==> config.mk <==
export PLATFORM = sky130hd
export DESIGN_NAME = dcc_dma_cmd_irq
export DESIGN_NICKNAME = d
export VERILOG_FILES = /design/src/verilog/dcc_pkg.sv /design/src/verilog/dcc_dma_cmd_irq.sv
export VERILOG_INCLUDE_DIRS = /design/src /design/src/verilog
export SDC_FILE = /design/constraint.sdc
export NUM_CORES = 1
export LEC_CHECK = 0
export ABC_AREA = 1
export BUFFER_PORTS_ARGS = -buffer_cell sky130_fd_sc_hd__buf_2
export CAP_MARGIN = 20
export CORE_MARGIN = 2
export CORE_UTILIZATION = 55
export CTS_BUF_LIST = sky130_fd_sc_hd__clkbuf_8
export CTS_CLUSTER_SIZE = 16
export DETAILED_ROUTE_END_ITERATION = 6
export HOLD_SLACK_MARGIN = 0.02
export PLACE_DENSITY = 0.82
export SYNTH_ARGS = -nofsm -noshare
export SYNTH_HDL_FRONTEND = slang
export SYNTH_SLANG_ARGS = --single-unit
==> constraint.sdc <==
create_clock -name clk -period 2.1 [get_ports clk]
set_input_delay 0.21 -clock clk [delete_from_list [all_inputs] [get_ports clk]]
set_output_delay 0.21 -clock clk [all_outputs]
set_load 0.005 [all_outputs]
==> src/verilog/dcc_regs.svh <==
`ifndef DCC_REGS_SVH
`define DCC_REGS_SVH
// register indices reached through the pointer
`define DCC_IDX_CMD 5'h00
`define DCC_IDX_ICTL 5'h01
`define DCC_IDX_IVEC 5'h02
// reset values
`define DCC_PTR_RST 5'h00
`define DCC_BYTE_RST 8'h00
`define DCC_CH_RST 4'h0
// command field and codes
`define DCC_CMD_HI 7
`define DCC_CMD_LO 5
`define DCC_PTR_HI 4
`define DCC_CMD_NULL 3'h0
`define DCC_CMD_RSVD 3'h1
`define DCC_CMD_RST_IUS 3'h2
`define DCC_CMD_RESET 3'h3
`define DCC_CMD_EN_TXB 3'h4
`define DCC_CMD_EN_RXB 3'h5
`define DCC_CMD_EN_TXA 3'h6
`define DCC_CMD_EN_RXA 3'h7
// interrupt control fields
`define DCC_ICTL_MIE 7
`define DCC_ICTL_DLC 6
`define DCC_ICTL_NOVEC 5
`define DCC_ICTL_VIS 4
`define DCC_ICTL_IE_HI 3
// channel bit positions
`define DCC_CH_RXA 3
`define DCC_CH_TXA 2
`define DCC_CH_RXB 1
`define DCC_CH_TXB 0
// vector status field and codes
`define DCC_VEC_ST_HI 3
`define DCC_VEC_ST_LO 1
`define DCC_BYTE_HI 7
`define DCC_VST_NONE 3'h0
`define DCC_VST_RXA 3'h4
`define DCC_VST_RXB 3'h5
`define DCC_VST_TXA 3'h6
`define DCC_VST_TXB 3'h7
`endif

==> src/verilog/dcc_pkg.sv <==
package dcc_pkg;
   typedef logic [3:0] dcc_chan_t;
   typedef logic [7:0] dcc_byte_t;
   typedef logic [4:0] dcc_ptr_t;
endpackage : dcc_pkg

==> src/verilog/dcc_dma_cmd_irq.sv <==
`timescale 1ns/100ps
`include "dcc_regs.svh"
module dcc_dma_cmd_irq
   import dcc_pkg::*;
(
   // clock and reset
   input wire logic clk,
   input wire logic sys_rst,
   input wire logic soft_rst,
   // register access
   input wire logic bus_sel,
   input wire logic bus_wr,
   input wire dcc_byte_t bus_wdata,
   output dcc_byte_t bus_rdata,
   // channel events
   input wire dcc_chan_t tc_evt,
   input wire dcc_chan_t abort_evt,
   input wire dcc_chan_t irq_evt,
   input wire dcc_chan_t irq_clr,
   // channel control
   output dcc_chan_t chan_enable,
   output logic cell_reset,
   // interrupt chain
   input wire logic chain_enable_in,
   input wire logic intack_vec,
   output logic irq_request,
   output logic chain_enable_out,
   output dcc_byte_t vec_data,
   output logic vec_oe,
   output dcc_chan_t irq_pending_flag,
   output dcc_chan_t irq_in_service
);

   // state
   dcc_ptr_t ptr_reg;
   dcc_ptr_t ptr_next;
   dcc_byte_t status_reg;
   dcc_byte_t status_next;
   dcc_byte_t ictl_reg;
   dcc_byte_t ictl_next;
   dcc_byte_t ivec_reg;
   dcc_byte_t ivec_next;
   dcc_byte_t rdata_reg;
   dcc_byte_t rdata_next;
   dcc_chan_t en_reg;
   dcc_chan_t en_next;
   dcc_chan_t ip_reg;
   dcc_chan_t ip_next;
   dcc_chan_t ius_reg;
   dcc_chan_t ius_next;
   dcc_byte_t vec_reg;
   dcc_byte_t vec_next;
   logic vec_oe_reg;
   logic vec_oe_next;
   logic crst_reg;
   logic crst_next;
   logic [2:0] iei_sync;
   logic iei_reg;
   logic iei_next;

   // access decode
   wire logic at_cmd;
   wire logic at_ictl;
   wire logic at_ivec;
   wire logic iei_agree;
   wire dcc_byte_t stat_evt;
   wire logic wr_acc;
   wire logic rd_acc;
   wire logic wr_cmd;
   wire logic rd_stat;
   wire logic wr_ictl;
   wire logic wr_ivec;
   wire logic [2:0] cmd;
   wire logic do_reset;
   wire logic do_rst_ius;
   wire logic master_irq_enable;
   wire logic lower_chain_disable;
   wire logic no_vector;
   wire logic vector_with_status;
   wire dcc_chan_t ie;
   wire dcc_chan_t ip_en;
   wire dcc_chan_t req;
   wire dcc_chan_t win;
   wire dcc_chan_t ius_hi;
   wire dcc_chan_t en_set;
   wire logic [2:0] vst;
   wire dcc_byte_t vec_out;
   wire logic ack_take;
   wire dcc_byte_t rd_mux;

   assign at_cmd = (ptr_reg == `DCC_IDX_CMD);
   assign at_ictl = (ptr_reg == `DCC_IDX_ICTL);
   assign at_ivec = (ptr_reg == `DCC_IDX_IVEC);
   assign wr_acc = bus_sel & bus_wr;
   assign rd_acc = bus_sel & ~bus_wr;
   assign wr_cmd = wr_acc & at_cmd;
   assign rd_stat = rd_acc & at_cmd;
   assign wr_ictl = wr_acc & at_ictl;
   assign wr_ivec = wr_acc & at_ivec;
   assign cmd = bus_wdata[`DCC_CMD_HI:`DCC_CMD_LO];

   // command decode; null and reserved codes fall through untouched
   assign do_reset = wr_cmd & (cmd == `DCC_CMD_RESET);
   assign do_rst_ius = wr_cmd & (cmd == `DCC_CMD_RST_IUS);
   assign en_set[`DCC_CH_TXB] = wr_cmd & (cmd == `DCC_CMD_EN_TXB);
   assign en_set[`DCC_CH_RXB] = wr_cmd & (cmd == `DCC_CMD_EN_RXB);
   assign en_set[`DCC_CH_TXA] = wr_cmd & (cmd == `DCC_CMD_EN_TXA);
   assign en_set[`DCC_CH_RXA] = wr_cmd & (cmd == `DCC_CMD_EN_RXA);

   // interrupt control fields
   assign master_irq_enable = ictl_reg[`DCC_ICTL_MIE];
   assign lower_chain_disable = ictl_reg[`DCC_ICTL_DLC];
   assign no_vector = ictl_reg[`DCC_ICTL_NOVEC];
   assign vector_with_status = ictl_reg[`DCC_ICTL_VIS];
   assign ie = ictl_reg[`DCC_ICTL_IE_HI:0];

   // requests per channel
   assign ip_en = ip_reg & ie;
   genvar g;
   generate
      for (g = 0; g < 4; g = g + 1) begin : g_req
         assign req[g] = ip_en[g] & master_irq_enable & iei_reg & ~ius_reg[g];
      end
   endgenerate
   assign irq_request = |req & ~|ius_reg;

   // fixed priority: rx A, tx A, rx B, tx B
   assign win[3] = req[3];
   assign win[2] = req[2] & ~req[3];
   assign win[1] = req[1] & ~|req[3:2];
   assign win[0] = req[0] & ~|req[3:1];
   assign ius_hi[3] = ius_reg[3];
   assign ius_hi[2] = ius_reg[2] & ~ius_reg[3];
   assign ius_hi[1] = ius_reg[1] & ~|ius_reg[3:2];
   assign ius_hi[0] = ius_reg[0] & ~|ius_reg[3:1];

   // vector status of highest pending and enabled source
   assign vst = ip_en[`DCC_CH_RXA] ? `DCC_VST_RXA :
                ip_en[`DCC_CH_TXA] ? `DCC_VST_TXA :
                ip_en[`DCC_CH_RXB] ? `DCC_VST_RXB :
                ip_en[`DCC_CH_TXB] ? `DCC_VST_TXB :
                `DCC_VST_NONE;
   assign vec_out = vector_with_status ?
      {ivec_reg[`DCC_BYTE_HI:`DCC_VEC_ST_HI + 1], vst, ivec_reg[`DCC_VEC_ST_LO - 1:0]} :
      ivec_reg;

   // daisy chain
   assign chain_enable_out = iei_reg & ~lower_chain_disable
                           & ~|ius_reg & ~irq_request;
   assign ack_take = intack_vec & irq_request;
   assign iei_agree = (iei_sync[1] == iei_sync[2]);

   // read data
   assign rd_mux = at_cmd ? status_reg :
                   at_ictl ? ictl_reg :
                   at_ivec ? ivec_reg :
                   `DCC_BYTE_RST;
   assign stat_evt = {tc_evt, abort_evt};

   always_comb begin
      ptr_next = ptr_reg;
      if (wr_cmd) begin
         ptr_next = bus_wdata[`DCC_PTR_HI:0];
      end else if (bus_sel) begin
         ptr_next = `DCC_PTR_RST;
      end
   end

   always_comb begin
      status_next = status_reg;
      if (rd_stat) begin
         status_next = `DCC_BYTE_RST;
      end
      status_next = status_next | stat_evt;
      if (do_reset) begin
         status_next = `DCC_BYTE_RST;
      end
   end

   always_comb begin
      ictl_next = ictl_reg;
      ivec_next = ivec_reg;
      if (wr_ictl) begin
         ictl_next = bus_wdata;
      end
      if (wr_ivec) begin
         ivec_next = bus_wdata;
      end
   end

   always_comb begin
      en_next = en_reg | en_set;
      if (do_reset) begin
         en_next = `DCC_CH_RST;
      end
   end

   always_comb begin
      ip_next = (ip_reg & ~irq_clr) | irq_evt;
      ius_next = ius_reg;
      if (do_rst_ius) begin
         ius_next = ius_reg & ~ius_hi;
      end
      if (ack_take) begin
         ius_next = ius_next | win;
      end
      if (do_reset) begin
         ip_next = `DCC_CH_RST;
         ius_next = `DCC_CH_RST;
      end
   end

   always_comb begin
      rdata_next = rdata_reg;
      if (rd_acc) begin
         rdata_next = rd_mux;
      end
   end

   // vector capture on an accepted acknowledge
   always_comb begin
      vec_next = vec_reg;
      vec_oe_next = 1'b0;
      if (ack_take) begin
         vec_next = vec_out;
         vec_oe_next = ~no_vector;
      end
   end

   always_comb begin
      crst_next = do_reset;
   end

   // chain input counts once the last two stages agree
   always_comb begin
      iei_next = iei_reg;
      if (iei_agree) begin
         iei_next = iei_sync[2];
      end
   end

   // pin input synchroniser
   always_ff @(posedge clk) begin
      iei_sync <= {iei_sync[1:0], chain_enable_in};
   end

   always_ff @(posedge clk) begin
      if (sys_rst | soft_rst) begin
         ptr_reg <= `DCC_PTR_RST;
         status_reg <= `DCC_BYTE_RST;
         ictl_reg <= `DCC_BYTE_RST;
         ivec_reg <= `DCC_BYTE_RST;
         rdata_reg <= `DCC_BYTE_RST;
         en_reg <= `DCC_CH_RST;
         ip_reg <= `DCC_CH_RST;
         ius_reg <= `DCC_CH_RST;
         vec_reg <= `DCC_BYTE_RST;
         vec_oe_reg <= 1'b0;
         crst_reg <= 1'b0;
         iei_reg <= 1'b0;
      end else begin
         ptr_reg <= ptr_next;
         status_reg <= status_next;
         ictl_reg <= ictl_next;
         ivec_reg <= ivec_next;
         rdata_reg <= rdata_next;
         en_reg <= en_next;
         ip_reg <= ip_next;
         ius_reg <= ius_next;
         vec_reg <= vec_next;
         vec_oe_reg <= vec_oe_next;
         crst_reg <= crst_next;
         iei_reg <= iei_next;
      end
   end

   // outputs
   assign bus_rdata = rdata_reg;
   assign chan_enable = en_reg;
   assign cell_reset = crst_reg;
   assign vec_data = vec_reg;
   assign vec_oe = vec_oe_reg;
   assign irq_pending_flag = ip_reg;
   assign irq_in_service = ius_reg;

endmodule : dcc_dma_cmd_irq

Yosys cells after proc, flatten, opt, wreduce, memory -nomap -nowiden
Cells that the tools add are included.

operators by class
  bitwise operators = 55
  equal/unequal tests = 9
  reductions and logical operators = 15
  mux-type cells = 13

operator list
  kind                  count
  $and A1 B1 Y1         35
  $mux W8               4
  $and A4 B4 Y4         3
  $eq A3 B3 Y1 const B  4
  $mux W3               4
  $mux W4               3
  $or A4 B4 Y4          3
  $mux W5               2
  $not A1 Y1            10
  $not A4 Y4            2
  $or A8 B8 Y8          1
  $reduce_or A2 Y1      4
  $reduce_or A4 Y1      2
  $eq A3 B2 Y1 const B  2
  $reduce_or A3 Y1      2
  $eq A5 B1 Y1 const B  1
  $eq A5 B2 Y1 const B  1
  $logic_not A1 Y1      5
  $logic_not A5 Y1      1
  $reduce_bool A2 Y1    1
  $eq A1 B1 Y1          1
  $or A1 B1 Y1          1

storage, ports and cells
  word-level logic and storage cells = 105
  output and inout bits = 32
  register bits = 63
  input port bits = 31

Longest topological paths before layout
Gate-level depths: netlist (run 1).

  depth after elaboration = 9
  mapped depth = 11
  depth with buffers taken out = 10

Least setup slack after synthesis (run 1)
OpenSTA, ideal clock, no wires.

  path type = flip-flop to flip-flop
  start = reg ius_reg[2] (netlist: irq_in_service[2])
  end = reg vec_reg[2] (netlist: vec_data[2])
  clock period less this slack = 1.296 ns
  required time = 1.987 ns
  library setup time = 0.113 ns
  data arrival time = 1.183 ns
  setup slack = 0.804 ns
  path buffers = 1
  stages on the path, launching flop included = 8
  cell sequence = dfxtp_1 -> nor2_1 -> nand2_1 -> nor2_2 -> nand3_4 -> buf_6 -> nor2_1 -> nor2_1

between the ends
  longest elaborated chain between the ends = 5
  elaborated cells on any way between the ends = 7
  classes of those cells = 4 x bitwise; 3 x reduce/logical

ends and longest elaborated chain
  what                      RTL line                text
  start: declaration        dcc_dma_cmd_irq.sv:49   dcc_chan_t ius_reg;
  start signal: assignment  dcc_dma_cmd_irq.sv:256  ius_reg <= `DCC_CH_RST;
  start signal: assignment  dcc_dma_cmd_irq.sv:269  ius_reg <= ius_next;
  $not A1 Y1                dcc_dma_cmd_irq.sv:122  assign req[g] = ip_en[g] & master_irq_enable & iei_reg & ~ius_reg[g];
  $and A1 B1 Y1             dcc_dma_cmd_irq.sv:122
  $reduce_or A4 Y1          dcc_dma_cmd_irq.sv:125  assign irq_request = |req & ~|ius_reg;
  $and A1 B1 Y1 (*)         dcc_dma_cmd_irq.sv:125
  $and A1 B1 Y1 (*)         dcc_dma_cmd_irq.sv:150  assign ack_take = intack_vec & irq_request;
  end signal: assignment    dcc_dma_cmd_irq.sv:257  vec_reg <= `DCC_BYTE_RST;
  end signal: assignment    dcc_dma_cmd_irq.sv:270  vec_reg <= vec_next;
  end: declaration          dcc_dma_cmd_irq.sv:51   dcc_byte_t vec_reg;

Every way passes the cells marked *; elsewhere a longest branch is shown, timed or not.
A chain may end at the register's enable or synchronous reset.

Worst setup path after layout (run 1)
  start = reg ius_reg[2] (netlist: irq_in_service[2])
  end = out chain_enable_out

between the ends
  longest elaborated chain between the ends = 6
  elaborated cells on any way between the ends = 9
  classes of those cells = 6 x bitwise; 3 x reduce/logical

ends and longest elaborated chain
  what               RTL line                text
  $not A1 Y1         dcc_dma_cmd_irq.sv:122
  $and A1 B1 Y1      dcc_dma_cmd_irq.sv:122
  $reduce_or A4 Y1   dcc_dma_cmd_irq.sv:125
  $and A1 B1 Y1      dcc_dma_cmd_irq.sv:125
  $not A1 Y1         dcc_dma_cmd_irq.sv:149  & ~|ius_reg & ~irq_request;
  $and A1 B1 Y1 (*)  dcc_dma_cmd_irq.sv:149
  end: declaration   dcc_dma_cmd_irq.sv:27   output logic chain_enable_out,

Marked as above.

==> flow_summary.yaml, run 1 <==
outcome:
  outcome: "complete, no violations"
floorplanning:
  io_pins: 63
  dieArea_um2: 5220
  die_w_um: 72.3
  num_rows: 24
  die_y_um: 72.3
  core_area_um2: 4410
  start_util: 0.581
synth:
  synth.avg_cell_area_um2: 7.47
  synth_top_cell_by_area: "dfxtp_1"
  yosysUniqueCellTypes: 25
  synth_area_um2: 2560
  netlist_top_cells_area: "dfxtp_1 (49%), a21oi_1 (8.6%), inv_1 (7.9%)"
  synthCells: 343
  synth_top_area_share: 0.492
  yosysWarningCount: 0
  synth_nets: 374
  synth-edff-count: 0
  synth-seq-cells: 63
  async_flop_share: 0
  yosys_most_used_dff: "dfxtp_1"
  ys_seq_area_frac: 0.492
sta:
  skew_ns: 0.00604
  max_freq_mhz: 551
  finalSetupTns_ns: 0
  worst_pin_slew_ns: 0.457
  slew_headroom: 0.694
  setup_violations: 0
  post-route-min-period_ns: 1.81
  slew_viol_final: 0
  fin_crit_sh: 0.864
  final_hold_viol_count: 0
  rsz0062_at_grt: "false"
placed_design:
  port_buffers: 62
  dp_hpwl_mm: 4.31
  dpl_cell_area_um2: 2930
  place_inst: 453
  place.gp.congestion: 0.851
worst_setup_path:
  worstPathRequired_ns: 1.89
  arrival_ns: 1.60
  start_kind: "register"
  crit_path_end_kind: "output pin"
  path_max_fanout: 8
  critical_path_class: "reg2out"
clocking:
  cts.sinks: 63
  cts-root-buf: "clkbuf_8"
  numCtsBuffers: 9
  clk_latency_ns: 0.34
  cts_max_level: 3
  cts_buffer_depth: 2
  cts.reportedPaths.clkPinSlew_ns: 0.06
  cts_tree: "built"
global_route:
  grt_pass1_vias: 2411
  grt_first_pass_wirelength_mm: 10.3
  antenna_found_initial: 0
  grt_overflow: 0
  grt_max_degree: 32
  grt_usage: 0.258
power_and_ir_drop:
  power.density_nw_per_um2: 742
  vdd_drop_max_v: 0.000507
  p_leak_nw: 1.40
route:
  first_pass_iters: 4
  routed_via_density: 5.28
  drc: 0
  wire_per_inst_um: 12.7
  vias: 2476
  wl_mm: 5.95
  first_iter_violations: 166
  ant_nets: 0
layout:
  area_growth_syn_to_layout_pct: 21.4
  seqCellArea_um2: 1260
  finalNonFillerCells: 469
  drive_above_1_share: 0.230
  stdcell_area_um2: 3110
  nets: 444
  multiInputGateArea_um2: 1040
  num_antenna_cells: 0
  n_fill_cell: 365
min_path:
  hold_class: "in2reg"
flow_run:
  drv_cap: 0
## critical path, stage by stage, from the launching register on
cell	delay, ns
dfxtp_1	0.34
nor2_1	0.15
nand2_1	0.09
nor2_2	0.32
nand3_1	0.12
nor2_1	0.12
buf_2	0.12
## per-stage QoR
step	utilization	power, mW	setup slack, ns	hold slack [ns]
5_1_grt	0.705	2.39	0.157	0.0929
2_1_floorplan	-	1.33	0.804	0.238
4_1_cts	0.705	2.32	0.285	0.0679
6_report	0.705	2.31	0.285	0.0728
3_5_place_dp	0.663	1.40	0.562	0.314
3_3_place_gp	0.663	1.39	0.668	0.310
## cell usage in the layout (no fill, tap or decap), types with 6 or more instances in the layout
| cell type | n |
|---|---|
| o21ai_0 | 27 |
| dfxtp_1 | 63 |
| a21oi_1 | 44 |
| nand4_1 | 7 |
| buf_2 | 62 |
| clkbuf_8 | 12 |
| inv_1 | 57 |
| nand3_1 | 6 |
| a31oi_1 | 9 |
| o22ai_1 | 9 |
| nand2_1 | 49 |
| nor2_1 | 43 |
## cells in the mapped netlist (2+ instances only)
cell type and n:
nand3_1 6, nor2_1 43, dfxtp_1 63, nor3_1 3, nand2_2 5, inv_1 54
buf_2 5, nor2_2 5, nand4_1 7, o22ai_1 9, a21oi_1 44, clkbuf_1 2
o21ai_0 27, inv_2 3, nand2_1 49, a31oi_1 9
## routing by layer
layer	GRT usage	part of all wire
met5	0	0
met4	0.115	0.022
met3	0.0750	0.064
met2	0.410	0.46
met1	0.327	0.45
## timing repair
| item | 4_1_cts | 5_1_grt |
|---|---|---|
| endpoints found under the hold margin | 1 | 0 |
| resized for setup | 0 | 0 |
| setup buffers | 0 | 0 |
| hold buffers | 1 | 0 |
## worst paths after layout
check	start	end	slack, ns	cells after the start
worst min register to register	iei_sync[0]$_DFF_P_	iei_sync[1]$_DFF_P_	0.33	0
worst max-delay path	irq_in_service[2]$_SDFF_PP0_	chain_enable_out	0.29	6
worst min-delay path	tc_evt[0]	status_reg[4]$_SDFF_PP0_	0.07	3
worst max register to register	ptr_reg[2]$_SDFFE_PP0P_	ictl_reg[0]$_SDFFE_PP0P_	0.50	6
## layout make-up
| class | instances | area share |
|---|---|---|
| inverter | 58 | 0.0700 |
| tap | 52 | 0.0209 |
| clock buffer | 12 | 0.0531 |
| multi-input combinational | 214 | 0.335 |
| clock inverter | 3 | 0.00362 |
| timing repair buffer | 67 | 0.113 |
| sequential | 63 | 0.405 |
## cell families (layout without fill, tap and decap cells)
kind of cell           count (synthesis)  count (layout)  share of synthesized area
buffers and inverters                 66             140                      0.102
and+or+nand+nor                      124             124                      0.221
DFF                                   63              63                      0.492
AOI/OAI and AO/OA                     90              90                      0.185
## where the power goes
| part | internal, mW | switching (mW) | leakage (nW) | total [mW] |
|---|---|---|---|---|
| Clock | 0.506 | 0.428 | 0.102 | 0.933 |
| Sequential | 1.22 | 0.0140 | 0.511 | 1.23 |
| Combinational | 0.0558 | 0.0875 | 0.787 | 0.143 |
No activity file was read; power rests on OpenSTA's default activity.
==> run 2: changes to the inputs <==
Settings changed: CORE_ASPECT_RATIO from default to 0.8.
==> flow_summary.yaml, run 2 (same netlist as run 1, synthesis figures left out) <==
floorplanning:
  num_rows: 22
  die_y_um: 65.1
  core_area_um2: 4540
  start_util: 0.564
  die_w_um: 80.3
  io_pins: 63
  dieArea_um2: 5230
worst_setup_path:
  worst_r2r_path_depth: 7
  critical_path_class: "reg2out"
  arrival_ns: 1.58
  path_max_fanout: 8
  start_kind: "register"
  reg2reg_slack_ns: 0.50
  crit_path_end_kind: "output pin"
  regToRegStartpoint: "ptr_reg[2]$_SDFFE_PP0P_"
  r2r_end: "irq_in_service[2]$_SDFF_PP0_"
  worstPathRequired_ns: 1.89
clocking:
  cts_tree: "built"
  postCtsHoldBufs: 1
  cts.reportedPaths.clkPinSlew_ns: 0.06
  clk_latency_ns: 0.34
  cts.sinks: 63
  postCtsSetupBuffers: 0
  cts_resized: 0
  numCtsBuffers: 9
  cts-root-buf: "clkbuf_8"
  cts_max_level: 3
  cts_buffer_depth: 2
placed_design:
  port_buffers: 62
  place.gp.congestion: 0.859
  dpl_cell_area_um2: 2940
  dp_hpwl_mm: 4.41
  post-place-ws_ns: 0.554
layout:
  stdcell_area_um2: 3110
  final_common_cell: "dfxtp_1"
  num_antenna_cells: 0
  nets: 444
  final_cell_mix: "dfxtp_1 (63), buf_2 (62), inv_1 (56), nand2_1 (49), a21oi_1 (44)"
  n_fill_cell: 408
  seqCellArea_um2: 1260
  area_growth_syn_to_layout_pct: 21.4
  multiInputGateArea_um2: 1040
  utilization: 0.685
  drive_above_1_share: 0.229
route:
  drc: 0
  wl_mm: 5.95
  ant_nets: 0
  first_iter_violations: 165
  vias: 2451
  wire_per_inst_um: 12.5
  routed_via_density: 5.16
  first_pass_iters: 4
sta:
  post-route-min-period_ns: 1.79
  finalSetupTns_ns: 0
  worst_pin_slew_ns: 0.355
  slew_viol_final: 0
  slew_headroom: 0.763
  max_freq_mhz: 559
  layout_setup_ws_ns: 0.312
  fin_crit_sh: 0.851
  final_hold_viol_count: 0
  setup_violations: 0
  rsz0062_at_grt: "false"
  skew_ns: 0.00915
global_route:
  grt_first_pass_wirelength_mm: 10.2
  grt_usage: 0.258
  grt_pass1_vias: 2323
  antenna_found_initial: 0
  grt_overflow: 0
  grt_max_degree: 36
min_path:
  min_to: "status_reg[6]$_SDFF_PP0_"
  holdPathStages: 3
  hold_class: "in2reg"
  holdCritStartpoint: "tc_evt[2]"
outcome:
  outcome: "complete, no violations"
power_and_ir_drop:
  power.density_nw_per_um2: 741
  vdd_drop_max_v: 0.000593
  p_leak_nw: 1.39
flow_run:
  drv_cap: 0
## run 2: changes by cell type in the layout (fill, tap and decap cells not counted)
cell       delta
inv_1         -1
bufinv_16     +1
clkbuf_8      -3
clkinv_2      +1
## run 2: where the power goes
part	internal, mW	total (mW)	switching, mW
registers	1.22	1.23	0.0140
clock network	0.517	0.930	0.413
logic	0.0558	0.143	0.0871
## run 2: per-layer routing
layer	wire, µm	track usage	share of wire
met1	2710	0.325	0.46
met2	2760	0.407	0.46
met3	381	0.0905	0.064
met4	92	0.0975	0.015
met5	0	0	0
## run 2: worst max-delay path, stage by stage (launching register included)
cell and delay (ns):
dfxtp_1 0.34, nor2_1 0.15, nand2_1 0.10, nor2_2 0.30, a21boi_0 0.22, buf_2 0.14
## run 2: per-stage QoR
| stage | hold slack [ns] | instances | power (mW) |
|---|---|---|---|
| 3_3_place_gp | 0.311 | 461 | 1.39 |
| 2_1_floorplan | 0.238 | 343 | 1.33 |
| 5_1_grt | 0.0825 | 475 | 2.41 |
| 6_report | 0.0761 | 475 | 2.31 |
| 3_5_place_dp | 0.313 | 461 | 1.40 |
| 4_1_cts | 0.0696 | 475 | 2.33 |
## run 2: worst max path at each step
stage                                   end                    startpoint  cells after the start  slack [ns]
2_1_floorplan      vec_data[2]$_SDFFE_PP0P_  irq_in_service[2]$_SDFF_PP0_                      7        0.80
3_3_place_gp   irq_in_service[0]$_SDFF_PP0_       ptr_reg[2]$_SDFFE_PP0P_                      7        0.64
3_5_place_dp   irq_in_service[2]$_SDFF_PP0_       ptr_reg[2]$_SDFFE_PP0P_                      7        0.55
4_1_cts                         irq_request  irq_in_service[2]$_SDFF_PP0_                      5        0.30
5_1_grt                         irq_request  irq_in_service[2]$_SDFF_PP0_                      5        0.14
6_report                        irq_request  irq_in_service[2]$_SDFF_PP0_                      5        0.31
## run 2: final cells by class
type / instances / area share
clock inverters: 4 / 0.0137
repair buffers: 67 / 0.113
clock buffers: 9 / 0.0398
inverters: 58 / 0.0700
flip-flops and latches: 63 / 0.405
multi-input cells: 214 / 0.335
well taps: 60 / 0.0241
==> run 3: changes to the inputs <==
Settings changed: PLACE_DENSITY 0.82 to 0.88.
==> flow_summary.yaml, run 3 (same netlist as run 1, synthesis figures left out) <==
floorplanning:
  dieArea_um2: 5230
  io_pins: 63
  start_util: 0.564
  die_y_um: 65.1
  core_area_um2: 4540
  num_rows: 22
  die_w_um: 80.3
sta:
  setup_violations: 0
  worst_pin_slew_ns: 0.416
  final_hold_viol_count: 0
  post-route-min-period_ns: 1.83
  slew_viol_final: 0
  max_freq_mhz: 546
  fin_crit_sh: 0.873
  finalSetupTns_ns: 0
  skew_ns: 0.00644
  rsz0062_at_grt: "false"
  slew_headroom: 0.722
worst_setup_path:
  path_max_fanout: 8
  crit_path_end_kind: "output pin"
  arrival_ns: 1.62
  worstPathRequired_ns: 1.89
  r2r_end: "ivec_reg[2]$_SDFFE_PP0P_"
  worst_r2r_path_depth: 6
  critical_path_class: "reg2out"
  start_kind: "register"
  reg2reg_slack_ns: 0.47
  regToRegStartpoint: "ptr_reg[2]$_SDFFE_PP0P_"
layout:
  drive_above_1_share: 0.233
  final_cell_mix: "dfxtp_1 (63), buf_2 (62), inv_1 (55), nand2_1 (49), a21oi_1 (44)"
  final_common_cell: "dfxtp_1"
  area_growth_syn_to_layout_pct: 22.0
  nets: 444
  num_antenna_cells: 0
  stdcell_area_um2: 3130
min_path:
  holdCritStartpoint: "tc_evt[2]"
  holdPathStages: 3
  hold_class: "in2reg"
  min_to: "status_reg[6]$_SDFF_PP0_"
global_route:
  grt_max_degree: 36
  grt_pass1_vias: 2287
  grt_usage: 0.256
  grt_first_pass_wirelength_mm: 10.1
  antenna_found_initial: 0
  grt_overflow: 0
flow_run:
  drv_cap: 0
route:
  vias: 2473
  first_pass_iters: 4
  wl_mm: 6.03
  routed_via_density: 5.20
  wire_per_inst_um: 12.7
  drc: 0
  first_iter_violations: 193
  ant_nets: 0
clocking:
  cts.sinks: 63
  postCtsSetupBuffers: 0
  cts_tree: "built"
  cts-root-buf: "clkbuf_8"
  cts.reportedPaths.clkPinSlew_ns: 0.06
  cts_max_level: 3
  cts_resized: 0
  cts_buffer_depth: 2
  clk_latency_ns: 0.34
  numCtsBuffers: 9
outcome:
  outcome: "complete, no violations"
power_and_ir_drop:
  power.density_nw_per_um2: 745
  p_leak_nw: 1.40
  vdd_drop_max_v: 0.000538
placed_design:
  dp_hpwl_mm: 4.24
  port_buffers: 62
  dpl_cell_area_um2: 2940
  place.gp.congestion: 0.919
[run 3: how the worst max path moves through the flow]
stage	startpoint	to	slack (ns)	cells past startpoint
finish	irq_in_service[2]$_SDFF_PP0_	chain_enable_out	0.27	6
floorplan	irq_in_service[2]$_SDFF_PP0_	vec_data[2]$_SDFFE_PP0P_	0.80	7
detailed placement	ptr_reg[2]$_SDFFE_PP0P_	ictl_reg[0]$_SDFFE_PP0P_	0.63	6
global route	irq_in_service[2]$_SDFF_PP0_	chain_enable_out	0.14	6
CTS	irq_in_service[2]$_SDFF_PP0_	chain_enable_out	0.30	6
global placement	irq_in_service[2]$_SDFF_PP0_	irq_request	0.70	5
[run 3: routing by layer]
metal,vias up,GRT usage,wire [µm]
li1,1251,-,-
met1,1110,0.329,2650
met2,104,0.388,2770
met3,8,0.0961,520
met4,0,0.104,87
met5,-,0,0
[run 3: layout make-up]
class | instances | area, µm²
Fill cell | 388 | 1410
Sequential cell | 63 | 1260
Multi-Input combinational cell | 214 | 1040
Timing Repair Buffer | 67 | 350
Inverter | 58 | 218
Clock buffer | 13 | 179
Tap cell | 60 | 75.1
Clock inverter | 1 | 3.75
[run 3: worst max-delay path, stage by stage (launching register included)]
cell,delay [ns]
dfxtp_1,0.34
nor2_1,0.14
nand2_1,0.10
nor2_2,0.30
nand3_1,0.11
nor2_1,0.16
buf_2,0.13
[run 3: power breakdown]
group          switching, mW  internal (mW)  leakage, nW
registers             0.0135           1.22        0.511
clock network          0.414          0.540       0.0988
logic                 0.0887         0.0558        0.787
[run 3: through the flow]
step / std cells / util / hold WS, ns / power, mW / setup WS (ns)
5_1_grt: 476 / 0.689 / 0.0800 / 2.43 / 0.139
4_1_cts: 476 / 0.689 / 0.0711 / 2.35 / 0.297
3_5_place_dp: 461 / 0.646 / 0.314 / 1.40 / 0.627
6_report: 476 / 0.689 / 0.0787 / 2.33 / 0.267
3_3_place_gp: 461 / 0.646 / 0.312 / 1.39 / 0.696
2_1_floorplan: 343 / - / 0.238 / 1.33 / 0.804
[run 3: repair_timing]
| action | 4_1_cts | 5_1_grt |
|---|---|---|
| hold buffers | 1 | 0 |
| hold endpoints to repair | 1 | 0 |
| endpoints found under the setup margin | 0 | 0 |
